<file path="src/logic/tbp_pkg.sv">
// Constants for the timer-based PWM output block.
// Assumes byte addressing on an Avalon-MM slave with 32-bit data.
// -----------------------------------------------------------------
// Package
// -----------------------------------------------------------------
package tbp_pkg;
  // Bus shape
  localparam int unsigned ADDR_W = 5;
  localparam int unsigned DATA_W = 32;
  // Register byte offsets
  localparam logic [4:0] OFF_CCP_CONTROL = 5'h00;
  localparam logic [4:0] OFF_DUTY_UPPER = 5'h04;
  localparam logic [4:0] OFF_DUTY_SHADOW = 5'h08;
  localparam logic [4:0] OFF_PERIOD_COUNTER = 5'h0C;
  localparam logic [4:0] OFF_PERIOD_LIMIT = 5'h10;
  localparam logic [4:0] OFF_TIMER_CONTROL = 5'h14;
  localparam logic [4:0] OFF_STATUS = 5'h18;
  localparam logic [4:0] OFF_PIN_DIR = 5'h1C;
  // Control register fields
  localparam int unsigned CCP_DUTY_LSB = 4;
  localparam int unsigned CCP_MODE_LSB = 2;
  localparam logic [7:0] CCP_WRITE_MASK = 8'hBF;
  localparam logic [1:0] MODE_PWM = 2'h3;
  // Timer control fields
  localparam int unsigned TCON_ON_BIT = 2;
  localparam logic [1:0] PS_1 = 2'h0;
  localparam logic [1:0] PS_4 = 2'h1;
  // Status fields
  localparam int unsigned STAT_FLAG_BIT = 0;
  localparam int unsigned STAT_PIN_BIT = 1;
  // Reset values
  localparam logic [7:0] CCP_CONTROL_RST = 8'h00;
  localparam logic [7:0] DUTY_RST = 8'h00;
  localparam logic [7:0] PERIOD_COUNTER_RST = 8'h00;
  localparam logic [7:0] PERIOD_LIMIT_RST = 8'hFF;
  localparam logic [2:0] TCON_RST = 3'h0;
  localparam logic PIN_DIR_RST = 1'b1;
  // Timing: four oscillator periods per count, prescale end values
  localparam logic [1:0] QUARTER_LAST = 2'h3;
  localparam logic [3:0] PRE_LAST_1 = 4'h0;
  localparam logic [3:0] PRE_LAST_4 = 4'h3;
  localparam logic [3:0] PRE_LAST_16 = 4'hF;
endpackage : tbp_pkg

</file>
<file path="src/logic/tbp_prescale.sv">
// Prescaler and oscillator phase counter for the PWM time base.
// Assumes the caller gates i_run with enable and sleep.
`timescale 1ns/1ps
`default_nettype none
module tbp_prescale (
  input wire logic i_sys_clk,
  input wire logic i_rst,
  input wire logic i_run,
  input wire logic i_clear,
  input wire logic [1:0] i_ps_sel,
  output logic o_tick,
  output logic [1:0] o_low2
);
  import tbp_pkg::*;

  logic [1:0] phase_q; // Oscillator phase within one count
  logic [3:0] pre_q; // Counts of four-oscillator steps
  logic [3:0] pre_last; // Wrap value for the chosen ratio

  // -----------------------------------------------------------------
  // Ratio select
  // -----------------------------------------------------------------
  // Ratios of one, four and sixteen; codes 2 and 3 both map to sixteen
  always_comb begin
    case (i_ps_sel)
      PS_1: pre_last = PRE_LAST_1;
      PS_4: pre_last = PRE_LAST_4;
      default: pre_last = PRE_LAST_16;
    endcase
  end

  // -----------------------------------------------------------------
  // Counters
  // -----------------------------------------------------------------
  // Frozen when not running, so sleep resumes exactly where it stopped
  always_ff @(posedge i_sys_clk) begin
    if (i_rst || i_clear) begin
      phase_q <= 2'h0;
      pre_q <= 4'h0;
    end else if (i_run) begin
      phase_q <= phase_q + 2'h1;
      if (phase_q == QUARTER_LAST) begin
        pre_q <= (pre_q == pre_last) ? 4'h0 : pre_q + 4'h1;
      end
    end
  end

  // One pulse per period counter increment
  assign o_tick = i_run && (phase_q == QUARTER_LAST) && (pre_q == pre_last);

  // Low time base bits: phase at 1:1, prescaler bits otherwise
  always_comb begin
    case (i_ps_sel)
      PS_1: o_low2 = phase_q;
      PS_4: o_low2 = pre_q[1:0];
      default: o_low2 = pre_q[3:2];
    endcase
  end
endmodule : tbp_prescale
`default_nettype wire

</file>
<file path="src/logic/tbp_pwm_top.sv">
// Single-output PWM generator with period counter and Avalon-MM slave.
// Assumes synchronous inputs on i_sys_clk and a sleep level from the core.
//
// Notes on behaviour
// - Period is (limit+1) x 4 x prescale clocks
// - Counter clears on increment after limit match
// - Rollover sets pin unless duty is zero
// - Rollover copies duty into shadow and latch
// - No postscaler in the PWM period
// - Duty is upper byte plus control bits 5:4
// - Duty writes anytime, applied after period ends
// - Shadow is read-only while PWM selected
// - Shadow plus 2-bit latch double-buffer duty
// - Time base is counter plus phase/prescaler bits
// - Time base equal to shadow duty clears pin
// - High time is duty x clock x prescale
// - Resolution grows with limit, ten bits at 255
// - Duty beyond period never clears the pin
// - Prescale ratios one, four and sixteen
// - Sleep freezes counter, state and pin level
// - Reset makes pin input and registers default
// - Pin driven only with direction bit cleared
// - Control resets zero, bit 6 reads zero
//
// Register access over Avalon-MM and the address map were left to the implementer.
`timescale 1ns/1ps
`default_nettype none
module tbp_pwm_top (
  input wire logic i_sys_clk,
  input wire logic i_rst,
  input wire logic i_sleep,
  input wire logic [tbp_pkg::ADDR_W-1:0] i_avs_address,
  input wire logic i_avs_read,
  input wire logic i_avs_write,
  input wire logic [tbp_pkg::DATA_W-1:0] i_avs_writedata,
  input wire logic [3:0] i_avs_byteenable,
  output logic [tbp_pkg::DATA_W-1:0] o_avs_readdata,
  output logic o_avs_waitrequest,
  output logic o_pwm_pin_out,
  output logic o_pwm_pin_oe_n,
  output logic o_period_match_flag
);
  import tbp_pkg::*;

  // -----------------------------------------------------------------
  // Declarations
  // -----------------------------------------------------------------
  logic wait_q; // Waitrequest, high when idle
  logic [DATA_W-1:0] rdata_q; // Read data staged for the answer
  logic [7:0] ctl_q; // Control: config, duty low bits, mode
  logic [7:0] upper_q; // Buffered duty upper byte
  logic [7:0] shadow_q; // Duty shadow in use this period
  logic [1:0] latch_q; // Hidden low duty bits in use
  logic [7:0] tmr_q; // Period counter
  logic [7:0] pr_q; // Period limit
  logic [2:0] tcon_q; // Timer enable and prescale select
  logic flag_q; // Sticky period match flag
  logic dir_q; // Pin direction, high is input
  logic pin_q; // PWM output latch
  logic oe_n_q; // Registered output enable, low drives
  logic [DATA_W-1:0] rd_mux; // Read data selection
  logic req; // Any bus request
  logic accept; // Request completes at this edge
  logic wr_en; // Accepted write on byte lane zero
  logic pwm_mode; // Mode field selects PWM
  logic run; // Prescaler may advance
  logic tick; // Period counter increments now
  logic [1:0] low2; // Low bits of the time base
  logic rollover; // Counter at limit with an increment
  logic [9:0] duty_next; // Duty software has buffered
  logic [9:0] duty_cur; // Duty in use this period
  logic [9:0] time_base; // Counter joined with low bits
  logic hit; // Time base reached current duty
  logic set_q; // Rollover seen one clock ago; raises the pin
  logic tmr_wr; // Software writes the counter
  logic tcon_wr; // Software writes the timer control

  // -----------------------------------------------------------------
  // Bus decode
  // -----------------------------------------------------------------
  // Each access takes one wait cycle; reads are staged in it
  assign req = i_avs_read || i_avs_write;
  assign accept = req && !wait_q;
  assign wr_en = i_avs_write && accept && i_avs_byteenable[0];
  assign tmr_wr = wr_en && (i_avs_address == OFF_PERIOD_COUNTER);
  assign tcon_wr = wr_en && (i_avs_address == OFF_TIMER_CONTROL);

  // Waitrequest drops for exactly one cycle per request
  always_ff @(posedge i_sys_clk) begin
    if (i_rst) begin
      wait_q <= 1'b1;
    end else if (accept) begin
      wait_q <= 1'b1;
    end else if (req) begin
      wait_q <= 1'b0;
    end
  end

  // Read mux; unmapped offsets and reserved bits read zero
  always_comb begin
    rd_mux = '0;
    case (i_avs_address)
      OFF_CCP_CONTROL: rd_mux[7:0] = ctl_q & CCP_WRITE_MASK;
      OFF_DUTY_UPPER: rd_mux[7:0] = upper_q;
      OFF_DUTY_SHADOW: rd_mux[7:0] = shadow_q;
      OFF_PERIOD_COUNTER: rd_mux[7:0] = tmr_q;
      OFF_PERIOD_LIMIT: rd_mux[7:0] = pr_q;
      OFF_TIMER_CONTROL: rd_mux[2:0] = tcon_q;
      OFF_STATUS: begin
        rd_mux[STAT_FLAG_BIT] = flag_q;
        rd_mux[STAT_PIN_BIT] = pin_q;
      end
      OFF_PIN_DIR: rd_mux[0] = dir_q;
      default: rd_mux = '0;
    endcase
  end

  // Staged in the wait cycle; a value may be one clock old
  always_ff @(posedge i_sys_clk) begin
    if (i_rst) begin
      rdata_q <= '0;
    end else if (i_avs_read && wait_q) begin
      rdata_q <= rd_mux;
    end
  end

  // -----------------------------------------------------------------
  // Software registers
  // -----------------------------------------------------------------
  // Control; bit 6 is never stored
  always_ff @(posedge i_sys_clk) begin
    if (i_rst) begin
      ctl_q <= CCP_CONTROL_RST;
    end else if (wr_en && (i_avs_address == OFF_CCP_CONTROL)) begin
      ctl_q <= i_avs_writedata[7:0] & CCP_WRITE_MASK;
    end
  end

  // Duty upper byte: buffered, takes effect at the next rollover
  always_ff @(posedge i_sys_clk) begin
    if (i_rst) begin
      upper_q <= DUTY_RST;
    end else if (wr_en && (i_avs_address == OFF_DUTY_UPPER)) begin
      upper_q <= i_avs_writedata[7:0];
    end
  end

  // Period limit
  always_ff @(posedge i_sys_clk) begin
    if (i_rst) begin
      pr_q <= PERIOD_LIMIT_RST;
    end else if (wr_en && (i_avs_address == OFF_PERIOD_LIMIT)) begin
      pr_q <= i_avs_writedata[7:0];
    end
  end

  // Timer control: enable and prescale only, no postscaler path
  always_ff @(posedge i_sys_clk) begin
    if (i_rst) begin
      tcon_q <= TCON_RST;
    end else if (tcon_wr) begin
      tcon_q <= i_avs_writedata[2:0];
    end
  end

  // Direction bit; reset leaves the pin an input
  always_ff @(posedge i_sys_clk) begin
    if (i_rst) begin
      dir_q <= PIN_DIR_RST;
    end else if (wr_en && (i_avs_address == OFF_PIN_DIR)) begin
      dir_q <= i_avs_writedata[0];
    end
  end

  // -----------------------------------------------------------------
  // Time base
  // -----------------------------------------------------------------
  assign pwm_mode = (ctl_q[CCP_MODE_LSB +: 2] == MODE_PWM);
  assign run = tcon_q[TCON_ON_BIT] && !i_sleep;

  // Writing the counter or its control restarts the prescaler
  tbp_prescale tbp_prescale_inst (
    .i_sys_clk(i_sys_clk),
    .i_rst(i_rst),
    .i_run(run),
    .i_clear(tmr_wr || tcon_wr),
    .i_ps_sel(tcon_q[1:0]),
    .o_tick(tick),
    .o_low2(low2)
  );

  // Period ends on the increment after counter reaches the limit
  assign rollover = tick && (tmr_q == pr_q);

  // Period counter; a software write wins over counting
  always_ff @(posedge i_sys_clk) begin
    if (i_rst) begin
      tmr_q <= PERIOD_COUNTER_RST;
    end else if (tmr_wr) begin
      tmr_q <= i_avs_writedata[7:0];
    end else if (rollover) begin
      tmr_q <= 8'h00;
    end else if (tick) begin
      tmr_q <= tmr_q + 8'h01;
    end
  end

  // -----------------------------------------------------------------
  // Duty double buffer
  // -----------------------------------------------------------------
  assign duty_next = {upper_q, ctl_q[CCP_DUTY_LSB +: 2]};
  assign duty_cur = {shadow_q, latch_q};
  assign time_base = {tmr_q, low2};
  // Short limits leave upper duty codes unreachable
  assign hit = (time_base == duty_cur);

  // Shadow loads only at rollover in PWM, so no mid-period glitch
  always_ff @(posedge i_sys_clk) begin
    if (i_rst) begin
      shadow_q <= DUTY_RST;
      latch_q <= 2'h0;
    end else if (pwm_mode && rollover) begin
      shadow_q <= duty_next[9:2];
      latch_q <= duty_next[1:0];
    end else if (!pwm_mode && wr_en && (i_avs_address == OFF_DUTY_SHADOW)) begin
      shadow_q <= i_avs_writedata[7:0];
    end
  end

  // -----------------------------------------------------------------
  // Output latch
  // -----------------------------------------------------------------
  // Pin rises one clock after rollover, so the registered match clear
  // gives a high time of exactly duty steps; sleep holds the pending set
  always_ff @(posedge i_sys_clk) begin
    if (i_rst) begin
      set_q <= 1'b0;
    end else if (i_sleep) begin
      set_q <= set_q;
    end else begin
      set_q <= pwm_mode && rollover;
    end
  end

  // Leaving PWM drops the latch; sleep holds it; a pending set beats match
  always_ff @(posedge i_sys_clk) begin
    if (i_rst) begin
      pin_q <= 1'b0;
    end else if (!pwm_mode) begin
      pin_q <= 1'b0;
    end else if (i_sleep) begin
      pin_q <= pin_q;
    end else if (set_q) begin
      pin_q <= (duty_cur != 10'h000);
    end else if (hit) begin
      // High time is duty steps of one clock times prescale
      pin_q <= 1'b0;
    end
    // Duty past the period never hits, so the latch stays put
  end

  // Driver enabled only when the direction bit is cleared
  always_ff @(posedge i_sys_clk) begin
    if (i_rst) begin
      oe_n_q <= 1'b1;
    end else begin
      oe_n_q <= dir_q || !pwm_mode;
    end
  end

  // -----------------------------------------------------------------
  // Period match flag
  // -----------------------------------------------------------------
  // Write one to clear; a match in the same cycle keeps it set
  always_ff @(posedge i_sys_clk) begin
    if (i_rst) begin
      flag_q <= 1'b0;
    end else if (rollover) begin
      flag_q <= 1'b1;
    end else if (wr_en && (i_avs_address == OFF_STATUS) && i_avs_writedata[STAT_FLAG_BIT]) begin
      flag_q <= 1'b0;
    end
  end

  // -----------------------------------------------------------------
  // Outputs
  // -----------------------------------------------------------------
  assign o_avs_readdata = rdata_q;
  assign o_avs_waitrequest = wait_q;
  assign o_pwm_pin_out = pin_q;
  assign o_pwm_pin_oe_n = oe_n_q;
  assign o_period_match_flag = flag_q;
endmodule : tbp_pwm_top
`default_nettype wire

</file>
<file path="config.mk">
export PLATFORM = sky130hd
export DESIGN_NAME = tbp_pwm_top
export DESIGN_NICKNAME = d
export VERILOG_FILES = /design/src/logic/tbp_pkg.sv /design/src/logic/tbp_prescale.sv /design/src/logic/tbp_pwm_top.sv
export SDC_FILE = /design/constraint.sdc
export NUM_CORES = 1
export LEC_CHECK = 0
export BUFFER_PORTS_ARGS = -buffer_cell sky130_fd_sc_hd__buf_2
export CAP_MARGIN = 20
export CORE_AREA = 5 5 80 119
export CTS_BUF_LIST = sky130_fd_sc_hd__clkbuf_8
export DETAILED_ROUTE_END_ITERATION = 8
export DIE_AREA = 0 0 85 124
export PLACE_DENSITY_LB_ADDON = 0.05
export REMOVE_ABC_BUFFERS = 1
export SLEW_MARGIN = 30
export SYNTH_ARGS = -nofsm -noshare
export SYNTH_HDL_FRONTEND = slang
export SYNTH_SLANG_ARGS = --single-unit
</file>
<file path="constraint.sdc">
create_clock -name i_sys_clk -period 2.1 [get_ports i_sys_clk]
set_input_delay 0.42 -clock i_sys_clk [delete_from_list [all_inputs] [get_ports i_sys_clk]]
set_output_delay 0.42 -clock i_sys_clk [all_outputs]
set_load 0.01 [all_outputs]
</file>
### Word level (Yosys, flattened, before mapping)

Index checks and enable logic that the tools add are counted.

| operators by class | value |
|---|---|
| equality and inequality tests | 13 |
| $add $sub $neg | 3 |
| bitwise operators | 2 |
| muxes and demuxes | 16 |
| reduce and logical (&&, ||, !) cells | 37 |

Operators by type and width:

| kind | count |
|---|---|
| 8-bit two-way mux | 5 |
| 5-bit one-hot mux with 5 select lines | 1 |
| 5-bit equality test, second input constant | 4 |
| 1-bit logical AND | 19 |
| 10-bit equality test | 1 |
| 5-bit by 4-bit equality test with 1-bit output, second input constant | 2 |
| 10-bit nonzero test | 1 |
| 8-bit by 1-bit adder with 8-bit output, second input constant | 1 |
| 8-bit equality test | 1 |
| 1-bit one-hot mux with 8 select lines | 1 |
| 4-bit one-hot mux with 2 select lines | 1 |
| 1-bit one-hot mux with 7 select lines | 1 |
| 1-bit one-hot mux with 6 select lines | 1 |
| 2-bit nonzero test | 3 |
| 5-bit by 3-bit equality test with 1-bit output, second input constant | 1 |
| 5-bit logical NOT | 1 |
| 4-bit by 1-bit adder with 4-bit output, second input constant | 1 |
| 2-bit equality test, second input constant | 2 |
| 4-bit equality test | 1 |
| 1-bit logical OR | 4 |
| 1-bit two-way mux | 4 |
| 4-bit two-way mux | 1 |
| 2-bit one-hot mux with 2 select lines | 1 |
| 2-bit AND reduction | 2 |
| 7 further kinds | 11 |

| storage, ports and cells | value |
|---|---|
| bits in registers | 64 |
| input port bits | 46 |
| output and inout port bits | 36 |

### Depth between registers and ports, before layout

| logic depth | value |
|---|---|
| depth in word-level cells | 8 |
| gate-level depth with buffers | 8 |
| depth with buffers taken out | 6 |

### Cells and area by module

A second synthesis with hierarchy kept.

| second synthesis, totals | value |
|---|---|
| cells, all modules | 428 |
| area total of the unflattened synthesis | 3,554.7 µm² |

By module, submodules not included:

| module | cells each | instances | seq. area each (µm²) | area an instance (µm²) |
|---|---|---|---|---|
| tbp_pwm_top | 390 | 1 | 1,161.1 | 3,221.8 |
| tbp_prescale | 38 | 1 | 120.1 | 332.8 |

### Worst setup path after synthesis

No wires, ideal clock.

| timing | value |
|---|---|
| path kind | flip-flop to flip-flop |
| start point | register tbp_prescale_inst.phase_q[0] |
| end point | register shadow_q[1] |
| data required time | 1,978 ps |
| clock period less this slack | 1,872 ps |
| stages on the path, launching flop included | 9 |
| arrival time | 1,750 ps |
| setup slack | 228 ps |
| path buffers | 2 |
| path through | dfxtp_1 -> ha_1 -> and3b_1 -> clkbuf_1 -> o221ai_2 -> and4b_4 -> buf_8 -> nor3b_1 -> a221o_1 |

| between the ends | value |
|---|---|
| longest elaborated chain between the ends | 6 |
| elaborated cells between the ends (all ways) | 7 |
| classes of those cells | eq/ne: 1; mux: 1; reduce/logical: 5 |

RTL lines:

| item | RTL line | text |
|---|---|---|
| start: declaration | tbp_prescale.sv:16 | `logic [1:0] phase_q;` |
| start signal: assignment | tbp_prescale.sv:41 | `phase_q <= phase_q + 2'h1;` |
| 2-bit equality test (*) | tbp_prescale.sv:49 | `assign o_tick = i_run && (phase_q == QUARTER_LAST) && (pre_q == pre_last);` |
| 1-bit logical AND (*) (2 in series) | tbp_prescale.sv:49 |  |
| 1-bit logical AND (*) | tbp_pwm_top.sv:193 | `assign rollover = tick && (tmr_q == pr_q);` |
| 1-bit logical AND (*) | tbp_pwm_top.sv:222 | `end else if (pwm_mode && rollover) begin` |
| 8-bit two-way mux or 2-bit nonzero test (tied branches) | - |  |
| end signal: assignment | tbp_pwm_top.sv:223 | `shadow_q <= duty_next[9:2];` |
| end signal: assignment | tbp_pwm_top.sv:226 | `shadow_q <= i_avs_writedata[7:0];` |
| end: declaration | tbp_pwm_top.sv:52 | `logic [7:0] shadow_q;` |

Mark *: on every way between the ends. The rest lies on a longest branch, timed or not.
A chain may end at the register's enable or synchronous reset.

### Worst setup path in the final report

| timing | value |
|---|---|
| start point | register tbp_prescale_inst.pre_q[0] |
| end point | register tmr_q[7] |

| between the ends | value |
|---|---|
| longest elaborated chain between the ends | 5 |
| elaborated cells between the ends (all ways) | 6 |
| classes of those cells | eq/ne: 1; mux: 2; reduce/logical: 3 |

RTL lines:

| item | RTL line | text |
|---|---|---|
| start: declaration | tbp_prescale.sv:17 | `logic [3:0] pre_q;` |
| start signal: assignment | tbp_prescale.sv:43 | `pre_q <= (pre_q == pre_last) ? 4'h0 : pre_q + 4'h1;` |
| 4-bit equality test (*) | tbp_prescale.sv:49 |  |
| 1-bit logical AND (*) | tbp_prescale.sv:49 |  |
| 1-bit logical AND | tbp_pwm_top.sv:193 |  |
| 8-bit two-way mux | tbp_pwm_top.sv:201 | `end else if (rollover) begin` |
| 8-bit two-way mux | tbp_pwm_top.sv:199 | `end else if (tmr_wr) begin` |
| end signal: assignment | tbp_pwm_top.sv:200 | `tmr_q <= i_avs_writedata[7:0];` |
| end signal: assignment | tbp_pwm_top.sv:204 | `tmr_q <= tmr_q + 8'h01;` |
| end: declaration | tbp_pwm_top.sv:54 | `logic [7:0] tmr_q;` |

Marked as above.

==> results.sh <==
export IMPL_grtUsageMet2_pct=36.24
export IMPL_synth_ff_type="dfxtp_1"
export IMPL_antenna_found_initial=0
export IMPL_path_class="flop to flop"
export IMPL_antennaDiodeCount=0
export IMPL_ys_warn_count=0
export IMPL_rows=41
export IMPL_hp_class="input port to flop"
export IMPL_ioPinCount=82
export IMPL_tightest_slew_ns=0.6579
export IMPL_rsz0062_at_grt="no"
export IMPL_wire_per_inst_um=18.50
export IMPL_die_h_um=124
export IMPL_initial_core_util_pct=43.69
export IMPL_area_growth_pct=16.75
export IMPL_period_share_pct=89.53
export IMPL_drc_errors=0
export IMPL_crit_chain="nor4_1, o221ai_2, buf_4, or4_1, a31oi_1"
export IMPL_pwr_share_comb_pct=8.9
export IMPL_slowest_delay_ns=0.51
export IMPL_setup_tns_final_ns=0
export IMPL_grt_usage_pct=20.76
export IMPL_switchingPower_mw=0.6264
export IMPL_cts_buffers=9
export IMPL_async_reset_ff_share_pct=0
export IMPL_post_cts_buffers=0
export IMPL_cp_data_required_time_ns=2.38
export IMPL_top_usage_layer="met2"
export IMPL_cp_arrival_ns=2.16
export IMPL_layout_nets=513
export IMPL_clk_pin_slew_ns=0.07
export IMPL_routed_wl_um=10650
export IMPL_fp_dieW_um=85
export IMPL_peakVddDrop_v=0.0004845
export IMPL_crit_family="simple AND/OR/NAND/NOR gates"
export IMPL_clock_fmax_ghz=0.5319
export IMPL_drt_antenna_violating_nets=0
export IMPL_drive_above_1_share_pct=21.75
export IMPL_grt_max_degree=48
export IMPL_fin_crit_ns=1.880
export IMPL_cp_num_buf_inv=1
export IMPL_cts_sinks=64
export IMPL_drt_iter0_drc=196
export IMPL_layout_cells_non_filler=576
export IMPL_dr_pass1_iters=4
export IMPL_syn_inst=415
export IMPL_p_int_mw=2.068
export IMPL_vias=3127
export IMPL_cts_hold_buf=0
export IMPL_synth_cell_types=59
export IMPL_critPathCaptureType="flop"
export IMPL_worstSkewPairLatency_ns=0.35
export IMPL_synth_top_area_share_pct=35.29
export IMPL_design_die_area_mm2=0.01054
export IMPL_avgSynthCellArea_um2=8.749
export IMPL_cpMaxStageDelayCell="or4_1"
export IMPL_syn_area_mm2=0.003631
export IMPL_viasPerCell=5.429
export IMPL_cp_max_fo=12
export IMPL_critPathLaunchType="flop"
export IMPL_p_leak_nw=1.839
export IMPL_final_core_util_pct=51.01
export IMPL_use_met3_pct=3.971
export IMPL_synth_seq_cells=64
export IMPL_cts_tree="yes"
export IMPL_power_frac_clock_pct=45.5
export IMPL_core_area_mm2=0.008310
export IMPL_gp_congestion=0.8965
export IMPL_holdWs_ns=0.3628
export IMPL_root_buffer="clkbuf_8"
export IMPL_hpwl_um=7952
export IMPL_synth_top_area_cell="dfxtp_1"
export IMPL_hold_viol=0
export IMPL_ys_top_cells_by_area="dfxtp_1 35%, mux2i_1 6.3%, buf_4 5.4%, nand2_1 5.1%, xor2_1 3.9%"
export IMPL_maxCapViolCount=0
export IMPL_synth_edff_count=0
export IMPL_p_per_area_mw_per_mm2=635.6
export IMPL_swShare_pct=23.25
export IMPL_grt_remaining_overflow=0
export IMPL_setup_viol=0
export IMPL_power_mw=2.694
export IMPL_finClkSkew_ns=0.006767
export IMPL_io_buffers=30
export IMPL_first_global_vias=3081
export IMPL_seqPwrFrac_pct=45.6
export IMPL_grt_pass1_wl_um=16420
export IMPL_cts_resized=0
export IMPL_clock_path_buffers=2
export IMPL_slew_viol_final=0
export IMPL_ys_seq_area_share_pct=35.29
export IMPL_dp_cells=560
export IMPL_grt_use_met1_pct=24.32
export IMPL_status="completed"
export IMPL_slew_headroom_pct=55.90
export IMPL_htreeDepth=3
-- state kept, by name, summed over array words and instances, names as in the netlist, 2 cells and up --
signal	count
upper_q	8
tbp_prescale_inst.pre_q	4
tbp_prescale_inst.phase_q	2
latch_q	2
pr_q	8
shadow_q	8
tcon_q	3
tmr_q	8
ctl_q	7
o_avs_readdata	8
-- worst min-delay path, stage by stage --
cell	delay, ns
buf_2	0.14
nand2_1	0.06
nand3b_1	0.07
-- layout make-up --
class	count	area, µm²
Sequential cell	64	1281
Inverter	1	3.754
Timing Repair Buffer	68	485.5
Multi-Input combinational cell	320	2102
Clock buffer	12	165.2
Tap cell	107	133.9
Clock inverter	4	67.56
Fill cell	840	4071
-- per-layer routing --
layer  routed length, µm  vias to the layer above
li1                    -                     1529
met1                4431                     1511
met2                5502                       67
met3                 420                       20
met4                 299                        0
met5                   0                        -
-- power by group through the flow --
| stage | combinational, mW | clock [mW] | sequential (mW) |
|---|---|---|---|
| detailed placement | 0.237 | 0 | 1.26 |
| global route | 0.260 | 1.31 | 1.23 |
| floorplan | 0.100 | 0 | 1.26 |
| CTS | 0.237 | 1.25 | 1.23 |
| finish | 0.239 | 1.23 | 1.23 |
| global placement | 0.234 | 0 | 1.26 |
-- cells in the mapped netlist (3+ instances only) --
master,n
a22oi_1,12
clkbuf_1,12
nor3_1,3
nand2b_1,4
a21oi_1,14
nor2b_1,8
a31oi_1,6
clkbuf_2,3
buf_2,7
buf_4,26
xor2_1,16
nand3b_1,12
nand3_1,15
nand2_1,49
nor4_1,5
a2bb2oi_1,3
mux2i_1,23
o21ai_0,14
nand4_1,4
or3_1,3
xnor2_1,6
nor3b_1,8
dfxtp_1,64
mux2_2,4
mux4_2,3
a221o_1,8
o21bai_1,5
ha_1,3
nor2_1,37
-- kinds of logic (layout without fill, tap and decap cells) --
kind of cell,after synthesis,in the layout,synth area share (%)
multiplexers,30,30,9.442
adder cells (fa/ha/maj),3,3,1.034
other,1,24,0.1033
AO/OA/AOI/OAI,78,78,15.23
AND/OR/NAND/NOR,163,163,24.26
flip-flops,64,64,35.29
buffers and inverters,54,85,9.338
XOR/XNOR,22,22,5.307
-- per-stage QoR --
stage,cell area (µm²),setup slack (ns)
2_1_floorplan,3382,0.2563
3_3_place_gp,4001,-0.09736
3_5_place_dp,4006,0.1017
6_report,4239,0.2199
5_1_grt,4239,0.03384
4_1_cts,4239,0.2236
-- final timing paths --
kind                              startpoint           endpoint  slack [ns]  cells after the start
hold / removal            i_avs_writedata[5]            pr_q[5]        0.36                      3
hold reg to reg            o_avs_readdata[1]  o_avs_readdata[1]        0.45                      2
setup reg to reg  tbp_prescale_inst.pre_q[0]           tmr_q[7]        0.22                      5
setup / recovery  tbp_prescale_inst.pre_q[0]           tmr_q[7]        0.22                      5
-- layout by cell type, fill, tap and decap left out, drive strengths merged, types with 3 or more instances in the layout --
cell type / instances
a21oi: 14
a221o: 8
a22oi: 12
a2bb2oi: 3
a31oi: 6
and2: 3
and3: 3
buf: 68
clkbuf: 12
conb: 24
dfxtp: 64
ha: 3
inv: 3
mux2: 4
mux2i: 23
mux4: 3
nand2: 49
nand2b: 4
nand3: 15
nand3b: 12
nand4: 4
nor2: 37
nor2b: 9
nor3: 3
nor3b: 8
nor4: 7
o21ai: 14
o21bai: 6
or3: 3
xnor2: 6
xor2: 16
Note: power is estimated with default switching activity, not from simulation.
